$ cat src/slg_regs.svh
// register offsets, field positions, reset values and timing counts of the strap/gating block
`ifndef SLG_REGS_SVH
`define SLG_REGS_SVH

// ==========================================
// register map (byte addresses, one word each)
`define SLG_ADDR_W 12
`define SLG_CTRL_OFFSET 12'h000
`define SLG_STATUS_OFFSET 12'h004
`define SLG_STRAP_OFFSET 12'h008
`define SLG_TIMER_OFFSET 12'h00C

// ==========================================
// control register fields
`define SLG_CTRL_SPREAD_LSB 0
`define SLG_CTRL_SPREAD_W 2
`define SLG_CTRL_RESET 2'h0

// ==========================================
// status register fields
`define SLG_STAT_WAIT_BIT 0
`define SLG_STAT_SELECT_BIT 1
`define SLG_STAT_RUN_BIT 2
`define SLG_STAT_HALT_BIT 3
`define SLG_STAT_BUS_RUN_BIT 4
`define SLG_STAT_SPREAD_BIT 5

// ==========================================
// dual-purpose pin positions
`define SLG_DP_PINS 5
`define SLG_DP_FS0 0
`define SLG_DP_FS1 1
`define SLG_DP_FS2 2
`define SLG_DP_FS3 3
`define SLG_DP_MODE 4

// ==========================================
// timing
`define SLG_MCLK_HZ 25000000
`define SLG_SELECT_MS 2
`define SLG_SELECT_CYCLES ((`SLG_SELECT_MS * `SLG_MCLK_HZ) / 1000)
`define SLG_HALT_SYNC_STAGES 2
`define SLG_GATED_MEM 12
`define SLG_GATED_BUS 4

`endif

$ cat src/slg_pkg.sv
// types shared by the strap/gating block
package slg_pkg;

    // ==========================================
    // power-up sequence states
    typedef enum logic [3:0] {
        ST_WAIT_POWER = 4'h1,
        ST_SELECT = 4'h2,
        ST_LATCH = 4'h4,
        ST_RUN = 4'h8
    } slg_state_t;

    // ==========================================
    // latched configuration handed to frequency synthesis
    typedef struct packed {
        logic mode;
        logic [3:0] freq_select;
    } slg_freq_cfg_t;

endpackage

$ cat src/slg_strap_gate.sv
// power-up strap latching, dual-purpose pin control and clock output gating
`timescale 1ns/1ps
`include "slg_regs.svh"

// Functional notes
// [RL1] Thirteen memory clock outputs copy the memory clock input.
// [RL2] Twelve gated memory clock outputs go low while halt input is low.
// [RL3] Free-running memory clock copy ignores the halt input.
// [RL4] Latched mode strap: 0 makes shared pin bus halt input, 1 reference output.
// [RL5] Five dual-purpose pins are inputs at power-up, clock outputs after capture.
// [RL6] Dual-purpose pins stay three-stated for the first 2 ms.
// [RL7] At period end levels are latched first, output buffers enabled afterwards.
// [RL8] The 2 ms period starts when the supply reaches 2.0 V.
// [RL9] Latched straps are kept until power is cycled.
// [RL10] Board ties each strap pin low for 0 or high for 1.
// [RL11] A shortened first CPU clock cycle at enable is allowed.
// [RL12] Spread spectrum is set by bits 1-0 of the first configuration byte.
// [RL13] With spread on, CPU and bus clocks are frequency-modulated.
// [RL14] Halt stops outputs low after a full cycle, restart with full cycle. The ioapic clock is gated by halt directly, even mid-cycle.
// [RL15] Bus halt sampled at fixed bus clock rise, applied from next cycle.
// [RL16] Latched frequency straps and mode go to frequency synthesis as a vector.
module slg_strap_gate #(
    parameter int SELECT_CYCLES = `SLG_SELECT_CYCLES,
    parameter int HALT_STAGES = `SLG_HALT_SYNC_STAGES,
    parameter int SPREAD_W = 8,
    parameter int SPREAD_DIV = 8
) (
    input wire logic i_mclk,
    input wire logic i_rst,
    input wire logic i_psel,
    input wire logic i_penable,
    input wire logic i_pwrite,
    input wire logic [`SLG_ADDR_W-1:0] i_paddr,
    input wire logic [31:0] i_pwdata,
    output logic [31:0] o_prdata,
    output logic o_pready,
    output logic o_pslverr,
    input wire logic i_supply_good,
    input wire logic [`SLG_DP_PINS-1:0] i_dp_pin,
    output logic [`SLG_DP_PINS-1:0] o_dp_pin,
    output logic [`SLG_DP_PINS-1:0] o_dp_oe,
    input wire logic i_shared_pin,
    output logic o_shared_pin,
    output logic o_shared_oe,
    input wire logic i_clk_halt_n,
    input wire logic i_memory_clock_in,
    output logic [`SLG_GATED_MEM-1:0] o_memory_clock_gated_out,
    output logic o_memory_clock_free_out,
    input wire logic i_cpu_clock_src,
    input wire logic i_bus_clock_src,
    input wire logic i_ref_clock_src,
    input wire logic i_usb_clock_src,
    input wire logic i_sio_clock_src,
    output logic o_cpu_clock_free,
    output logic o_cpu_clock_gated,
    output logic o_ioapic_clock,
    output logic [`SLG_GATED_BUS-1:0] o_bus_clock_gated,
    output slg_pkg::slg_freq_cfg_t o_freq_config,
    output logic o_config_valid,
    output logic o_spread_enable,
    output logic [SPREAD_W-1:0] o_spread_offset
);

    localparam int CNT_W = $clog2(SELECT_CYCLES + 1);

    // ==========================================
    // declarations
    slg_pkg::slg_state_t state;
    slg_pkg::slg_state_t next_state;
    logic [CNT_W-1:0] timer;
    logic [`SLG_DP_PINS-1:0] straps;
    logic straps_held;
    logic outputs_on;
    logic [`SLG_CTRL_SPREAD_W-1:0] spread_sel;
    logic bus_prev;
    logic bus_rise;
    logic bus_run;
    logic halt_level;
    logic [`SLG_GATED_BUS:0] bus_gated;
    logic cpu_gated;
    logic apb_setup;
    logic apb_access;
    logic hit;
    logic [31:0] rd_word;
    logic [31:0] status_word;

    // ==========================================
    // helpers
    function automatic logic addr_known(input logic [`SLG_ADDR_W-1:0] a);
        addr_known = (a == `SLG_CTRL_OFFSET) || (a == `SLG_STATUS_OFFSET)
            || (a == `SLG_STRAP_OFFSET) || (a == `SLG_TIMER_OFFSET);
    endfunction

    function automatic logic [31:0] zext5(input logic [4:0] v);
        zext5 = {27'h0, v};
    endfunction

    // ==========================================
    // power-up sequence
    always_comb
    begin
        next_state = state;
        case (state)
            slg_pkg::ST_WAIT_POWER:
            begin
                if (i_supply_good)
                    next_state = slg_pkg::ST_SELECT; // RL8
            end
            slg_pkg::ST_SELECT:
            begin
                if (timer == CNT_W'(SELECT_CYCLES - 1))
                    next_state = slg_pkg::ST_LATCH; // RL6
            end
            slg_pkg::ST_LATCH:
            begin
                next_state = slg_pkg::ST_RUN; // RL7
            end
            slg_pkg::ST_RUN:
            begin
                next_state = slg_pkg::ST_RUN; // RL9
            end
            default:
            begin
                next_state = slg_pkg::ST_WAIT_POWER;
            end
        endcase
    end

    // power cycle is the only way back to the start
    always_ff @(posedge i_mclk)
    begin
        if (i_rst)
            state <= slg_pkg::ST_WAIT_POWER;
        else
            state <= next_state;
    end

    // selection timer, running from the supply-good crossing
    always_ff @(posedge i_mclk)
    begin
        if (i_rst)
            timer <= '0;
        else if (state == slg_pkg::ST_SELECT)
            timer <= timer + 1'b1; // RL8
    end

    // ==========================================
    // strap capture
    // capture happens one cycle before any buffer turns on, so the pins
    // still carry only the resistor level when sampled
    always_ff @(posedge i_mclk)
    begin
        if (i_rst)
        begin
            straps <= '0;
            straps_held <= 1'b0;
        end
        else if (state == slg_pkg::ST_LATCH && !straps_held)
        begin
            straps <= i_dp_pin; // RL7 RL5
            straps_held <= 1'b1; // RL9
        end
    end

    always_ff @(posedge i_mclk)
    begin
        if (i_rst)
            outputs_on <= 1'b0;
        else if (state == slg_pkg::ST_LATCH)
            outputs_on <= 1'b1; // RL7
    end

    // RL16
    assign o_freq_config.mode = straps[`SLG_DP_MODE];
    assign o_freq_config.freq_select = straps[`SLG_DP_FS3:`SLG_DP_FS0];
    assign o_config_valid = straps_held;

    // ==========================================
    // dual-purpose pins
    always_ff @(posedge i_mclk)
    begin
        if (i_rst)
        begin
            o_dp_pin <= '0;
            o_dp_oe <= '0;
        end
        else if (outputs_on)
        begin
            o_dp_oe <= '1; // RL5
            o_dp_pin[`SLG_DP_FS0] <= i_usb_clock_src;
            o_dp_pin[`SLG_DP_FS1] <= i_sio_clock_src;
            o_dp_pin[`SLG_DP_FS2] <= i_ref_clock_src;
            o_dp_pin[`SLG_DP_FS3] <= bus_gated[`SLG_GATED_BUS];
            o_dp_pin[`SLG_DP_MODE] <= i_bus_clock_src;
        end
        else
        begin
            o_dp_oe <= '0; // RL6
            o_dp_pin <= '0;
        end
    end

    // ==========================================
    // shared pin: reference output or bus halt input
    always_ff @(posedge i_mclk)
    begin
        if (i_rst)
        begin
            o_shared_pin <= 1'b0;
            o_shared_oe <= 1'b0;
        end
        else
        begin
            o_shared_oe <= outputs_on & straps[`SLG_DP_MODE]; // RL4
            o_shared_pin <= outputs_on & straps[`SLG_DP_MODE] & i_ref_clock_src;
        end
    end

    // ==========================================
    // bus clock halt
    assign bus_rise = i_bus_clock_src & ~bus_prev;
    // in reference mode the pin is an output, so no halt can be asserted
    assign halt_level = straps[`SLG_DP_MODE] ? 1'b1 : i_shared_pin; // RL4

    always_ff @(posedge i_mclk)
    begin
        if (i_rst)
            bus_prev <= 1'b0;
        else
            bus_prev <= i_bus_clock_src;
    end

    always_ff @(posedge i_mclk)
    begin
        if (i_rst)
            bus_run <= 1'b1;
        else if (bus_rise)
            bus_run <= halt_level; // RL15
    end

    // no extra delay: the gate waits for the low phase, i.e. the next cycle
    slg_clk_gate #(
        .WIDTH(`SLG_GATED_BUS + 1),
        .SYNC_STAGES(0)
    ) u_bus_gate (
        .i_mclk(i_mclk),
        .i_rst(i_rst),
        .i_src(i_bus_clock_src),
        .i_run(bus_run & outputs_on), // RL15
        .o_clk(bus_gated)
    );

    assign o_bus_clock_gated = bus_gated[`SLG_GATED_BUS-1:0];

    // ==========================================
    // memory clock buffer
    // RL1 RL2 RL14
    slg_clk_gate #(
        .WIDTH(`SLG_GATED_MEM),
        .SYNC_STAGES(HALT_STAGES)
    ) u_mem_gate (
        .i_mclk(i_mclk),
        .i_rst(i_rst),
        .i_src(i_memory_clock_in),
        .i_run(i_clk_halt_n),
        .o_clk(o_memory_clock_gated_out)
    );

    always_ff @(posedge i_mclk)
    begin
        if (i_rst)
            o_memory_clock_free_out <= 1'b0;
        else
            o_memory_clock_free_out <= i_memory_clock_in; // RL3 RL1
    end

    // ==========================================
    // cpu and ioapic clocks
    // enable is not aligned to the source, so the first cycle may be short
    // RL14 RL11
    slg_clk_gate #(
        .WIDTH(1),
        .SYNC_STAGES(HALT_STAGES)
    ) u_cpu_gate (
        .i_mclk(i_mclk),
        .i_rst(i_rst),
        .i_src(i_cpu_clock_src),
        .i_run(i_clk_halt_n & outputs_on),
        .o_clk(cpu_gated)
    );

    assign o_cpu_clock_gated = cpu_gated;

    always_ff @(posedge i_mclk)
    begin
        if (i_rst)
        begin
            o_cpu_clock_free <= 1'b0;
            o_ioapic_clock <= 1'b0;
        end
        else
        begin
            o_cpu_clock_free <= outputs_on & i_cpu_clock_src; // RL11
            o_ioapic_clock <= outputs_on & i_clk_halt_n & i_ref_clock_src;
        end
    end

    // ==========================================
    // spread spectrum
    assign o_spread_enable = |spread_sel; // RL12

    // RL13
    slg_spread_tri #(
        .OFS_W(SPREAD_W),
        .STEP_DIV(SPREAD_DIV)
    ) u_spread (
        .i_mclk(i_mclk),
        .i_rst(i_rst),
        .i_enable(o_spread_enable & outputs_on),
        .i_depth(spread_sel),
        .o_offset(o_spread_offset)
    );

    // ==========================================
    // apb slave, zero wait states
    assign apb_setup = i_psel & ~i_penable;
    assign apb_access = i_psel & i_penable;
    assign o_pready = apb_access;

    always_ff @(posedge i_mclk)
    begin
        if (i_rst)
            spread_sel <= `SLG_CTRL_RESET;
        else if (apb_access && i_pwrite && i_paddr == `SLG_CTRL_OFFSET)
            spread_sel <= i_pwdata[`SLG_CTRL_SPREAD_LSB +: `SLG_CTRL_SPREAD_W]; // RL12
    end

    always_comb
    begin
        status_word = '0;
        status_word[`SLG_STAT_WAIT_BIT] = (state == slg_pkg::ST_WAIT_POWER);
        status_word[`SLG_STAT_SELECT_BIT] = (state == slg_pkg::ST_SELECT);
        status_word[`SLG_STAT_RUN_BIT] = straps_held;
        status_word[`SLG_STAT_HALT_BIT] = ~i_clk_halt_n;
        status_word[`SLG_STAT_BUS_RUN_BIT] = bus_run;
        status_word[`SLG_STAT_SPREAD_BIT] = o_spread_enable;
    end

    always_comb
    begin
        rd_word = '0;
        case (i_paddr)
            `SLG_CTRL_OFFSET: rd_word = {30'h0, spread_sel};
            `SLG_STATUS_OFFSET: rd_word = status_word;
            `SLG_STRAP_OFFSET: rd_word = zext5(straps);
            `SLG_TIMER_OFFSET: rd_word = 32'(timer);
            default: rd_word = '0;
        endcase
    end

    // read data and error are prepared in the setup cycle so both come from flops
    always_ff @(posedge i_mclk)
    begin
        if (i_rst)
        begin
            o_prdata <= '0;
            hit <= 1'b0;
        end
        else if (apb_setup)
        begin
            o_prdata <= i_pwrite ? 32'h0 : rd_word;
            hit <= addr_known(i_paddr);
        end
    end

    assign o_pslverr = apb_access & ~hit;

endmodule

$ cat src/slg_clk_gate.sv
// glitch-free halt gate for a group of clock copies
`timescale 1ns/1ps
module slg_clk_gate #(
    parameter int WIDTH = 1,
    parameter int SYNC_STAGES = 2
) (
    input wire logic i_mclk,
    input wire logic i_rst,
    input wire logic i_src,
    input wire logic i_run,
    output logic [WIDTH-1:0] o_clk
);

    logic run_q;
    logic en;

    // ==========================================
    // run delay line
    generate
        if (SYNC_STAGES > 0)
        begin : g_dly
            logic [SYNC_STAGES-1:0] dly;
            always_ff @(posedge i_mclk)
            begin
                if (i_rst)
                    dly <= '0;
                else
                    dly <= {dly[SYNC_STAGES-2 >= 0 ? SYNC_STAGES-2 : 0:0], i_run};
            end
            assign run_q = dly[SYNC_STAGES-1];
        end
        else
        begin : g_nodly
            assign run_q = i_run;
        end
    endgenerate

    // ==========================================
    // enable moves only while the source is low, so a high phase is never cut
    always_ff @(posedge i_mclk)
    begin
        if (i_rst)
            en <= 1'b0;
        else if (!i_src)
            en <= run_q;
    end

    always_ff @(posedge i_mclk)
    begin
        if (i_rst)
            o_clk <= '0;
        else
            o_clk <= {WIDTH{i_src & en}};
    end

endmodule

$ cat src/slg_spread_tri.sv
// triangular modulation profile for spread-spectrum clocking
`timescale 1ns/1ps
module slg_spread_tri #(
    parameter int OFS_W = 8,
    parameter int STEP_DIV = 8
) (
    input wire logic i_mclk,
    input wire logic i_rst,
    input wire logic i_enable,
    input wire logic [1:0] i_depth,
    output logic [OFS_W-1:0] o_offset
);

    localparam int DIV_W = $clog2(STEP_DIV + 1);

    logic [DIV_W-1:0] div;
    logic [OFS_W-1:0] level;
    logic [OFS_W-1:0] limit;
    logic down;

    // deeper setting widens the excursion by a factor of two per step
    always_comb
    begin
        limit = '1 >> (2'h3 - i_depth);
    end

    always_ff @(posedge i_mclk)
    begin
        if (i_rst || !i_enable)
            div <= '0;
        else if (div == DIV_W'(STEP_DIV - 1))
            div <= '0;
        else
            div <= div + 1'b1;
    end

    always_ff @(posedge i_mclk)
    begin
        if (i_rst || !i_enable)
        begin
            level <= '0;
            down <= 1'b0;
        end
        else if (div == DIV_W'(STEP_DIV - 1))
        begin
            if (!down && level >= limit)
                down <= 1'b1;
            else if (down && level == '0)
                down <= 1'b0;
            else if (down)
                level <= level - 1'b1;
            else
                level <= level + 1'b1;
        end
    end

    always_ff @(posedge i_mclk)
    begin
        if (i_rst)
            o_offset <= '0;
        else
            o_offset <= i_enable ? level : '0;
    end

endmodule

$ cat config.mk
export PLATFORM = sky130hd
export DESIGN_NAME = slg_strap_gate
export DESIGN_NICKNAME = d
export VERILOG_FILES = /design/src/slg_pkg.sv /design/src/slg_strap_gate.sv /design/src/slg_clk_gate.sv /design/src/slg_spread_tri.sv
export VERILOG_INCLUDE_DIRS = /design/src /design/src/src
export SDC_FILE = /design/constraint.sdc
export NUM_CORES = 1
export LEC_CHECK = 0
export ABC_CLOCK_PERIOD_IN_PS = 2960
export BUFFER_PORTS_ARGS = -buffer_cell sky130_fd_sc_hd__buf_2
export CAP_MARGIN = 20
export CORE_MARGIN = 2
export CORE_UTILIZATION = 51
export CTS_BUF_LIST = sky130_fd_sc_hd__clkbuf_8
export CTS_CLUSTER_DIAMETER = 80
export DETAILED_ROUTE_END_ITERATION = 10
export PLACE_DENSITY = 0.84
export SLEW_MARGIN = 20
export SYNTH_ARGS = -nofsm -noshare
export SYNTH_HDL_FRONTEND = slang
export SYNTH_SLANG_ARGS = --single-unit
$ cat constraint.sdc
create_clock -name i_mclk -period 2.96 [get_ports i_mclk]
set_clock_uncertainty 0.1 [all_clocks]
set_input_delay 0.296 -clock i_mclk [delete_from_list [all_inputs] [get_ports i_mclk]]
set_output_delay 0.296 -clock i_mclk [all_outputs]
set_load 0.005 [all_outputs]
Word-level counts from Yosys, hierarchy flattened

Index checks and enable logic that the tools add are counted.

Equal/unequal tests: 11
Mux-type cells: 10
Shift operators: 1
Order comparisons: 1
Bitwise operators: 22
Reduce and logical (&&, ||, !) cells: 23
$add $sub $neg: 5

Operator list:

| kind                                                               | count |
|---|---|
| 16-bit case mux with 4 select lines                                | 1 |
| 32-bit 2-to-1 mux                                                  | 1 |
| 12-bit by 4-bit == test with 1-bit output, second input constant   | 2 |
| 16-bit by 1-bit adder with 16-bit output, second input constant    | 1 |
| 16-bit == test, second input constant                              | 1 |
| 1-bit AND                                                          | 14 |
| 12-bit by 3-bit == test with 1-bit output, second input constant   | 1 |
| 12-bit logical NOT                                                 | 1 |
| 4-bit case mux with 3 select lines                                 | 1 |
| 2-bit OR reduction                                                 | 5 |
| 8-bit by 1-bit adder with 8-bit output, second input constant      | 1 |
| 4-bit by 3-bit == test with 1-bit output, second input constant    | 2 |
| 8-bit greater-or-equal comparator                                  | 1 |
| 8-bit logical NOT                                                  | 1 |
| 4-bit 2-to-1 mux                                                   | 2 |
| 8-bit 2-to-1 mux                                                   | 1 |
| 1-bit NOT                                                          | 8 |
| 8-bit by 2-bit >> shifter with 8-bit output, first input constant  | 1 |
| 8-bit by 1-bit subtractor with 8-bit output, second input constant | 1 |
| 1-bit logical AND                                                  | 5 |
| 5-bit 2-to-1 mux                                                   | 1 |
| 4-bit by 1-bit adder with 4-bit output, second input constant      | 1 |
| 4-bit by 1-bit == test with 1-bit output, second input constant    | 1 |
| 4-bit by 2-bit == test with 1-bit output, second input constant    | 1 |
| other kinds (10)                                                   | 18 |

Flip-flop bits (word level): 110
Logic and storage cells: 102
Input port bits: 63

Depth between registers and ports, before layout

Gate-level depths: netlist of run 1.

Depth in word-level cells: 6
Depth in mapped cells: 9
Depth with buffers taken out: 8

Hierarchy

Synthesis of run 1 repeated with hierarchy kept, for this count alone.

Cell total of the unflattened synthesis: 429
Area total of the unflattened synthesis: 4,072.7 um^2

By module, submodules not included:

| module                    | instances | cells an instance | area each (um^2) |
|---|---|---|---|
| slg_strap_gate            | 1         | 272               | 2,595.0 |
| slg_spread_tri            | 1         | 116               | 1,072.3 |
| slg_clk_gate (u_mem_gate) | 1         | 21                | 197.7 |
| slg_clk_gate (u_cpu_gate) | 1         | 10                | 115.1 |
| slg_clk_gate (u_bus_gate) | 1         | 10                | 92.6 |

Least setup slack after synthesis of run 1

OpenSTA, ideal clock, no wires.

Kind: register to register
Start: register u_spread.down
End: register u_spread.level[6]
Arrival: 1.940 ns
Period minus slack after synthesis: 2.109 ns
Data required time: 2.790 ns
Library setup time: 0.070 ns
Setup slack: 0.851 ns
Cell stages (with the launch flop): 9
Path through: dfxtp_1 inv_1 fa_1 nor2b_1 o31a_1 o21a_1 nor3_1 or3b_1 a21oi_1

Longest elaborated chain between the ends: 4
Elaborated cells on any way between the ends: 7

RTL lines:

| what                          | line                 | text |
|---|---|---|
| start, declared               | slg_spread_tri.sv:19 | `logic down;` |
| start signal, assigned        | slg_spread_tri.sv:42 | `down <= 1'b0;` |
| start signal, assigned        | slg_spread_tri.sv:47 | `down <= 1'b1;` |
| start signal, assigned        | slg_spread_tri.sv:49 | `down <= 1'b0;` |
| 1-bit logical NOT             | slg_spread_tri.sv:46 | `if (!down && level >= limit)` |
| 1-bit logical AND             | slg_spread_tri.sv:46 |  |
| 1-bit NOT (no line)           | --                   |  |
| 3-bit AND reduction (no line) | --                   |  |
| end signal, assigned          | slg_spread_tri.sv:51 | `level <= level - 1'b1;` |
| end signal, assigned          | slg_spread_tri.sv:53 | `level <= level + 1'b1;` |
| end, declared                 | slg_spread_tri.sv:17 | `logic [OFS_W-1:0] level;` |

Several ways; a longest one is shown, not always the timed one.
A chain may end at the register's enable or synchronous reset.

Final worst setup path of run 1

Same ends and word-level chain as after synthesis.

==> results.py, run 1 <==
metrics = {
    "cts": {
        "cts_setup_buffers": 0,
        "numCtsBuffers": 9,
        "tritoncts": "done",
        "clk_pin_slew_ns": 0.08,
        "post_cts_resized": 0,
        "clk_path_buf_depth": 2,
        "cts_sinks": 90,
        "htreeDepth": 3,
        "root_buffer": "clkbuf_8",
        "clock_latency_ns": 0.36,
        "ctsHoldBuffers": 0,
    },
    "placement": {
        "dp_hpwl_um": 5880,
        "place_ws_ns": 0.623,
        "io_buffers": 97,
        "routabilityCongestion": 0.817,
    },
    "synth": {
        "synth_edf_count": 0,
        "synth-compound-area-share_pct": 10.5,
        "synth_xor_area_share_pct": 4.01,
        "synth_cell_types": 49,
        "yosysTopAreaCellShare_pct": 45.8,
        "async_flop_share_pct": 0,
        "syn-cell-area_sq_um": 3930,
        "synth_seq_cells": 90,
        "synthSimpleGateAreaFrac_pct": 21.1,
        "ys_seq_area_share_pct": 45.8,
        "synth_area_leader_cell": "dfxtp_1",
        "synthCells": 424,
        "synth_mux_area_share_pct": 5.32,
        "synthAdderAreaFrac_pct": 4.01,
        "ys.flop_type": "dfxtp_1",
        "synth_top_family_by_area": "simple AND/OR/NAND/NOR gates",
        "yosysWarnings": 0,
        "synth_area_leaders": "dfxtp_1 46%, buf_4 6.7%, nor2_1 6.1%, ha_1 3.5%, mux2i_1 3.3%",
        "syn_area_per_cell_sq_um": 9.27,
    },
    "floorplanning": {
        "die_area_sq_um": 8430,
        "start_util_pct": 51.7,
        "ioPinCount": 144,
        "die_h_um": 91.8,
        "die_w_um": 91.8,
        "core-area_sq_um": 7610,
        "core.rowCount": 32,
    },
    "global_routing": {
        "grt_pass1_wl_um": 13600,
        "grt_usage_pct": 20.1,
        "grt_max_degree": 56,
        "antenna_found_initial": 0,
        "grt_pass1_vias": 2916,
        "grt_overflow_total": 0,
    },
    "timing": {
        "rsz0062_at_grt": "false",
        "finalSetupViolCount": 0,
        "period_needed_ns": 2.39,
        "slew_viol_final": 0,
        "fin_hold_ws_ns": 0.0421,
        "tightest_slew_ns": 0.548,
        "finalHoldViolCount": 0,
        "setup_slack_ns": 0.570,
        "slew_headroom_pct": 63.4,
        "clock.fmax_ghz": 0.418,
        "fin_crit_sh_pct": 80.7,
        "finalSetupTns_ns": 0,
    },
    "detailed_routing": {
        "postRouteAntennaNets": 0,
        "vias_per_cell": 5.22,
        "route.detailed.drc": 0,
        "num_vias": 3190,
        "drt_first_pass_iters": 4,
        "post_drt_wl_per_cell_um": 13.4,
        "drtIter0Drc": 159,
        "wirelength_um": 8210,
    },
    "pwr": {
        "power.density_nw_per_um2": 512,
        "p_leak_uw": 0.00210,
        "ir_drop_uv": 227,
    },
    "outcome": {
        "outcome": "finished clean",
    },
    "worst_setup_path": {
        "required_ns": 3.14,
        "crit_path_cell_trace": "inv_1, fa_1, nor2b_1, o31a_1, o21a_1, nor3_1, or3b_1, a21oi_1",
        "end_kind": "register",
        "crit_buf_inv": 1,
        "critPathMaxFanout": 12,
        "worst_ep_arrival_time_ns": 2.57,
        "cpMaxStageDelayCell": "dfxtp_1",
        "crit_family": "flip-flops",
        "slowest_delay_ns": 0.58,
        "cp-start-kind": "register",
        "path_class": "reg -> reg",
    },
    "final_layout": {
        "syn_to_final_growth_pct": 17.1,
        "layout_common_cells": "97 x buf_2, 90 x dfxtp_1, 64 x nor2_1",
        "drive_gt1_share_pct": 25.9,
        "final_nets": 581,
        "final_common_cell": "buf_2",
        "final_util_pct": 60.5,
        "n_antenna_cell": 0,
    },
    "flow_run": {
        "cap_violations": 0,
    },
    "min_path": {
        "min_path_type": "in -> reg",
    },
}
==> state kept, by name, summed over array words and instances, names as in the netlist, 2 cells and up <==
| register | count |
|---|---|
| o_prdata | 16 |
| timer | 16 |
| u_spread.level | 8 |
| u_spread.o_offset | 8 |
| o_dp_pin | 5 |
| o_freq_config | 5 |
| state | 4 |
| u_spread.div | 4 |
| spread_sel | 2 |
| u_cpu_gate.g_dly.dly | 2 |
| u_mem_gate.g_dly.dly | 2 |
==> cells in the mapped netlist, drive strengths merged (3+ instances only) <==
cell    instances
or3             6
and2           16
mux2            3
o21a            3
inv             9
nor2b           9
dfxtp          90
nand3           6
nand4           6
xor2           11
nor2           64
nor4b           4
xnor2           7
o21bai          3
nor4            5
a22o            3
nand2b          5
clkbuf         11
o21ai          12
and3            8
a21oi          19
mux2i          13
ha             11
a22oi          15
nand2          20
buf            40
nor3            5
==> metrics by stage <==
step,instance area [sq um],std cells,total power [uW]
finish,4600,611,2360
floorplan,3990,439,1310
global placement,4350,597,1330
detailed placement,4350,597,1330
global route,4600,611,2430
CTS,4600,611,2370
==> layout make-up <==
cell class                 count  area [sq um]
clock buffer                   9           124
multi-input combinational    289          1830
fill                         657          3010
clock inverter                 5           129
inverter                       9          33.8
tap                          102           128
sequential                    90          1800
timing repair buffer         107           561
==> routing by layer <==
| metal | wire [um] | track usage [%] |
|---|---|---|
| met5 | 0 | 0 |
| met3 | 633 | 3.94 |
| met1 | 3380 | 24.6 |
| met2 | 4020 | 33.9 |
| met4 | 176 | 9.45 |
==> logic make-up (layout without fill, tap and decap cells) <==
| kind of cell | count (synthesis) | after routing |
|---|---|---|
| flip-flops | 90 | 90 |
| buffers and inverters | 60 | 130 |
| AND/OR/NAND/NOR | 161 | 161 |
| adder cells (fa/ha/maj) | 12 | 12 |
| other | 1 | 16 |
| XOR/XNOR | 18 | 18 |
| multiplexers | 18 | 18 |
| AO/OA/AOI/OAI | 64 | 64 |
==> report_power, final <==
part	internal [uW]	switching, uW
sequential	1220	6.06
combinational	34.2	45.7
clock	638	415
==> worst register-to-register path, stage by stage (launching register included) <==
cell and delay [ns]:
dfxtp_1 0.58, inv_1 0.15, fa_1 0.49, nor2b_1 0.18, o31a_1 0.17, o21a_1 0.13
nor3_1 0.04, or3b_1 0.34, a21oi_1 0.14
==> path summary, 6_finish.rpt <==
check | cells past startpoint | endpoint | slack (ns) | start
max | 8 | u_spread.level[6] | 0.57 | u_spread.down
min | 2 | o_dp_pin[1] | 0.04 | i_sio_clock_src
max reg2reg | 8 | u_spread.level[6] | 0.57 | u_spread.down
min reg2reg | 1 | u_cpu_gate.g_dly.dly[1] | 0.35 | u_cpu_gate.g_dly.dly[0]
Note: power is estimated with default switching activity, not from simulation.
==> run 2, diff against run 1 <==
Settings changed: ABC_CLOCK_PERIOD_IN_PS 2960 to 2200.
Clock period 2.96 ns to 2.2 ns, I/O delays scaled along.
==> results.py, run 2 (synthesis results as in run 1) <==
metrics = {
    "detailed_routing": {
        "drtIter0Drc": 148,
        "postRouteAntennaNets": 0,
        "post_drt_wl_per_cell_um": 13.5,
        "wirelength_um": 8420,
        "route.detailed.drc": 0,
        "num_vias": 3216,
        "vias_per_cell": 5.15,
        "drt_first_pass_iters": 4,
    },
    "pwr": {
        "ir_drop_uv": 292,
        "clock_power_share_pct": 39.8,
        "power.share.combinational_pct": 4.0,
        "p_leak_uw": 0.00214,
        "intPower_uw": 2280,
        "power.density_nw_per_um2": 623,
        "power_frac_seq_pct": 56.2,
        "switching_share_pct": 22.1,
        "switchingPower_uw": 646,
    },
    "cts": {
        "tritoncts": "done",
        "numCtsBuffers": 9,
        "clock_latency_ns": 0.35,
        "htreeDepth": 3,
        "root_buffer": "clkbuf_8",
        "cts_sinks": 90,
        "clk_pin_slew_ns": 0.09,
        "cts_setup_buffers": 0,
        "clk_path_buf_depth": 2,
    },
    "timing": {
        "fin_hold_ws_ns": 0.00725,
        "finalHoldViolCount": 0,
        "finalSetupViolCount": 0,
        "tightest_slew_ns": 0.548,
        "period_needed_ns": 2.11,
        "fin_crit_sh_pct": 96.1,
        "rsz0062_at_grt": "true",
        "clock.fmax_ghz": 0.473,
        "slew_headroom_pct": 63.5,
        "slew_viol_final": 0,
    },
    "floorplanning": {
        "core.rowCount": 32,
        "die_h_um": 91.8,
        "core-area_sq_um": 7610,
        "die_w_um": 91.8,
        "ioPinCount": 144,
        "start_util_pct": 51.7,
        "die_area_sq_um": 8430,
    },
    "final_layout": {
        "drive_gt1_share_pct": 27.7,
        "fillers": 657,
        "n_antenna_cell": 0,
        "syn_to_final_growth_pct": 19.4,
        "final_nets": 593,
        "final_common_cell": "buf_2",
        "final_util_pct": 61.7,
        "layout_common_cells": "97 x buf_2, 89 x dfxtp_1, 64 x nor2_1",
        "top_regs": "o_prdata: 16 flops, timer: 16 flops",
    },
    "global_routing": {
        "grt_usage_pct": 20.5,
        "grt_pass1_wl_um": 13900,
        "antenna_found_initial": 0,
        "grt_overflow_total": 0,
        "grt_pass1_vias": 3043,
        "grt_max_degree": 56,
    },
    "worst_setup_path": {
        "critPathMaxFanout": 5,
        "reg2reg_slack_ns": 0.09,
        "worst_ep_arrival_time_ns": 2.30,
        "reg2regPathDepth": 7,
        "path_class": "reg -> reg",
        "r2r_start": "u_spread.down",
        "r2r-end": "u_spread.level[6]",
        "cp-start-kind": "register",
        "required_ns": 2.39,
        "end_kind": "register",
    },
    "min_path": {
        "min_from": "i_shared_pin",
        "worstHoldPathCells": 3,
        "min_path_type": "in -> reg",
        "hold_end": "bus_run",
    },
    "flow_run": {
        "cap_violations": 0,
    },
    "outcome": {
        "outcome": "finished clean",
    },
    "placement": {
        "io_buffers": 97,
        "dp_hpwl_um": 6060,
        "routabilityCongestion": 0.843,
    },
}
run 2: cell count changes in the layout (fill, tap and decap cells not counted), sizes merged:
| cell | delta |
|---|---|
| dlygate4sd3 | +6 |
| clkinv | +1 |
| bufinv | -3 |
| clkbuf | +2 |
| inv | +1 |
| clkinvlp | +1 |
| buf | +6 |
run 2: what timing repair did:
item,4_1_cts,5_1_grt
resized for setup,2,5
hold buffers,6,0
endpoints found under the setup margin,4,8
endpoints found under the hold margin,6,0
run 2: layer usage:
| metal | wire length, um | vias up | GRT usage [%] |
|---|---|---|---|
| li1 | - | 1588 | - |
| met1 | 3610 | 1499 | 25.0 |
| met2 | 4160 | 114 | 34.8 |
| met3 | 474 | 15 | 3.78 |
| met4 | 180 | 0 | 9.83 |
| met5 | 0 | - | 0 |
run 2: cell type report:
type	count	area [sq um]	area share, %
clock buffer	11	151	3.22
clock inverter	5	60.1	1.28
inverter	9	33.8	0.719
multi-input combinational	289	1850	39.4
sequential	90	1810	38.4
tap	102	128	2.72
timing repair buffer	119	666	14.2
run 2: metrics by stage:
step | instances | total power (uW) | setup WS (ns) | area, sq um | setup TNS, ns
finish | 625 | 2920 | 0.0861 | 4700 | 0
detailed placement | 603 | 1790 | -0.0343 | 4390 | -0.0707
global route | 625 | 3050 | -0.0295 | 4700 | -0.0296
CTS | 625 | 2950 | 0.0398 | 4670 | 0
global placement | 603 | 1790 | 0.0309 | 4390 | 0
floorplan | 439 | 1760 | 0.0908 | 3990 | 0
run 2: how the worst max path moves through the flow:
stage          slack, ns  depth (start not counted)     startpoint           endpoint
6_report            0.09                          7  u_spread.down  u_spread.level[6]
4_1_cts             0.04                          8  u_spread.down  u_spread.level[6]
3_5_place_dp       -0.03                          9  spread_sel[1]  u_spread.level[2]
2_1_floorplan       0.09                          8  u_spread.down  u_spread.level[6]
3_3_place_gp        0.03                          9  spread_sel[1]  u_spread.level[4]
5_1_grt            -0.03                          7  u_spread.down  u_spread.level[6]
run 2: power by group through the flow:
stage / combinational (uW) / clock (uW) / sequential, uW
after floorplan: 83.3 / 0 / 1680
after CTS: 118 / 1190 / 1640
after detailed placement: 109 / 0 / 1680
after global placement: 105 / 0 / 1680
after global routing: 132 / 1270 / 1640
final: 117 / 1160 / 1640
run 2: critical path, cell delays in order (launching register included):
cell and delay, ns:
dfxtp_4 0.37, ha_1 0.34, nor2b_1 0.16, o31a_1 0.25
o21a_1 0.19, o21ai_0 0.14, or3b_1 0.36, a21oi_1 0.14
==> run 3, diff against run 2 <==
Settings changed: ABC_CLOCK_PERIOD_IN_PS 2200 to 2250.
Clock period 2.2 ns to 2.25 ns, I/O delays scaled along.
==> results.py, run 3 (synthesis results as in run 1) <==
metrics = {
    "worst_setup_path": {
        "reg2regPathDepth": 7,
        "cp-start-kind": "register",
        "path_class": "reg -> reg",
        "reg2reg_slack_ns": 0.11,
        "r2r-end": "u_spread.level[7]",
        "worst_ep_arrival_time_ns": 2.28,
        "required_ns": 2.39,
        "r2r_start": "u_spread.down",
        "critPathMaxFanout": 6,
        "end_kind": "register",
    },
    "detailed_routing": {
        "vias_per_cell": 5.18,
        "postRouteAntennaNets": 0,
        "drt_first_pass_iters": 4,
        "route.detailed.drc": 0,
        "wirelength_um": 8320,
        "post_drt_wl_per_cell_um": 13.4,
        "drtIter0Drc": 136,
        "num_vias": 3213,
    },
    "min_path": {
        "min_from": "i_pwdata[1]",
        "hold_end": "spread_sel[1]",
        "min_path_type": "in -> reg",
        "worstHoldPathCells": 3,
    },
    "final_layout": {
        "final_common_cell": "buf_2",
        "final_area_sq_um": 4630,
        "n_antenna_cell": 0,
        "final_nets": 588,
        "layout_common_cells": "97 x buf_2, 85 x dfxtp_1, 64 x nor2_1",
        "syn_to_final_growth_pct": 17.7,
        "drive_gt1_share_pct": 28.2,
        "top_regs": "o_prdata: 16 flops, timer: 16 flops",
        "final_cells": 620,
    },
    "timing": {
        "finalSetupTns_ns": 0,
        "slew_headroom_pct": 64.0,
        "period_needed_ns": 2.14,
        "finalHoldViolCount": 0,
        "tightest_slew_ns": 0.540,
        "finalSetupViolCount": 0,
        "clock.fmax_ghz": 0.467,
        "fin_crit_sh_pct": 95.3,
        "setup_slack_ns": 0.107,
        "slew_viol_final": 0,
        "rsz0062_at_grt": "false",
    },
    "cts": {
        "cts_sinks": 90,
        "clock_latency_ns": 0.35,
        "clk_path_buf_depth": 2,
        "clk_pin_slew_ns": 0.09,
        "numCtsBuffers": 9,
        "tritoncts": "done",
        "root_buffer": "clkbuf_8",
        "htreeDepth": 3,
        "cts_setup_buffers": 0,
    },
    "outcome": {
        "outcome": "finished clean",
    },
    "floorplanning": {
        "die_h_um": 91.8,
        "die_area_sq_um": 8430,
        "die_w_um": 91.8,
        "core.rowCount": 32,
        "start_util_pct": 51.7,
        "core-area_sq_um": 7610,
        "ioPinCount": 144,
    },
    "flow_run": {
        "cap_violations": 0,
    },
    "global_routing": {
        "antenna_found_initial": 0,
        "grt_pass1_vias": 2938,
        "grt_max_degree": 56,
        "grt_overflow_total": 0,
        "grt_usage_pct": 19.7,
        "grt_pass1_wl_um": 13500,
    },
    "placement": {
        "io_buffers": 97,
        "dp_hpwl_um": 6100,
        "dpl_cell_area_sq_um": 4380,
        "dp_cells": 601,
        "place_ws_ns": -0.00134,
        "routabilityCongestion": 0.815,
    },
    "pwr": {
        "p_leak_uw": 0.00210,
        "power.density_nw_per_um2": 591,
        "ir_drop_uv": 436,
        "power.total_uw": 2740,
    },
}
[run 3: worst max-delay path, cell delays in order (launching register included)]
cell      delay, ns
dfxtp_4        0.39
ha_1           0.31
a211oi_1       0.30
nor3_1         0.09
o31a_1         0.31
o21a_1         0.19
o31ai_1        0.21
o41ai_1        0.11
[run 3: cell type report]
class | count | area [sq um]
sequential | 90 | 1810
inverter | 9 | 33.8
tap | 102 | 128
clock buffer | 11 | 151
timing repair buffer | 114 | 621
multi-input combinational | 289 | 1840
fill | 666 | 2980
clock inverter | 5 | 38.8
[run 3: per-stage QoR]
step	hold slack [ns]	util, %
after detailed placement	0.328	57.6
after floorplan	0.247	-
final	0.00568	60.8
after global placement	0.329	57.6
after CTS	0.00438	60.5
after global routing	0.00496	60.8
[run 3: routing by layer]
metal | global-route usage [%] | part of all wire (%) | vias up | routed length (um)
met1 | 24.3 | 43 | 1512 | 3570
met5 | 0 | 0 | - | 0
met4 | 5.10 | 1.6 | 0 | 129
met2 | 34.0 | 49 | 112 | 4100
met3 | 5.42 | 6.3 | 12 | 524
li1 | - | - | 1577 | -
[run 3: worst max path at each step]
| stage | start | to | slack, ns | cells past startpoint |
|---|---|---|---|---|
| final | u_spread.down | u_spread.level[7] | 0.11 | 7 |
| after global routing | spread_sel[1] | u_spread.level[2] | 0.004 | 9 |
| after CTS | u_spread.level[1] | u_spread.level[6] | 0.04 | 8 |
| after detailed placement | u_spread.down | u_spread.level[6] | -0.001 | 8 |
| after global placement | u_spread.down | u_spread.level[6] | 0.06 | 8 |
| after floorplan | u_spread.down | u_spread.level[6] | 0.14 | 8 |
[run 3: where the power goes]
part	leakage [uW]	switching (uW)	internal (uW)
combinational	0.00128	61.7	48.4
clock	0.0000955	554	465
sequential	0.000729	8.24	1600
[run 3: timing repair]
item,4_1_cts,5_1_grt
endpoints found under the hold margin,3,0
gates cloned,0,0
pin swaps,0,1
hold buffers,3,0
setup endpoints to repair,1,8
gates resized for setup,2,8
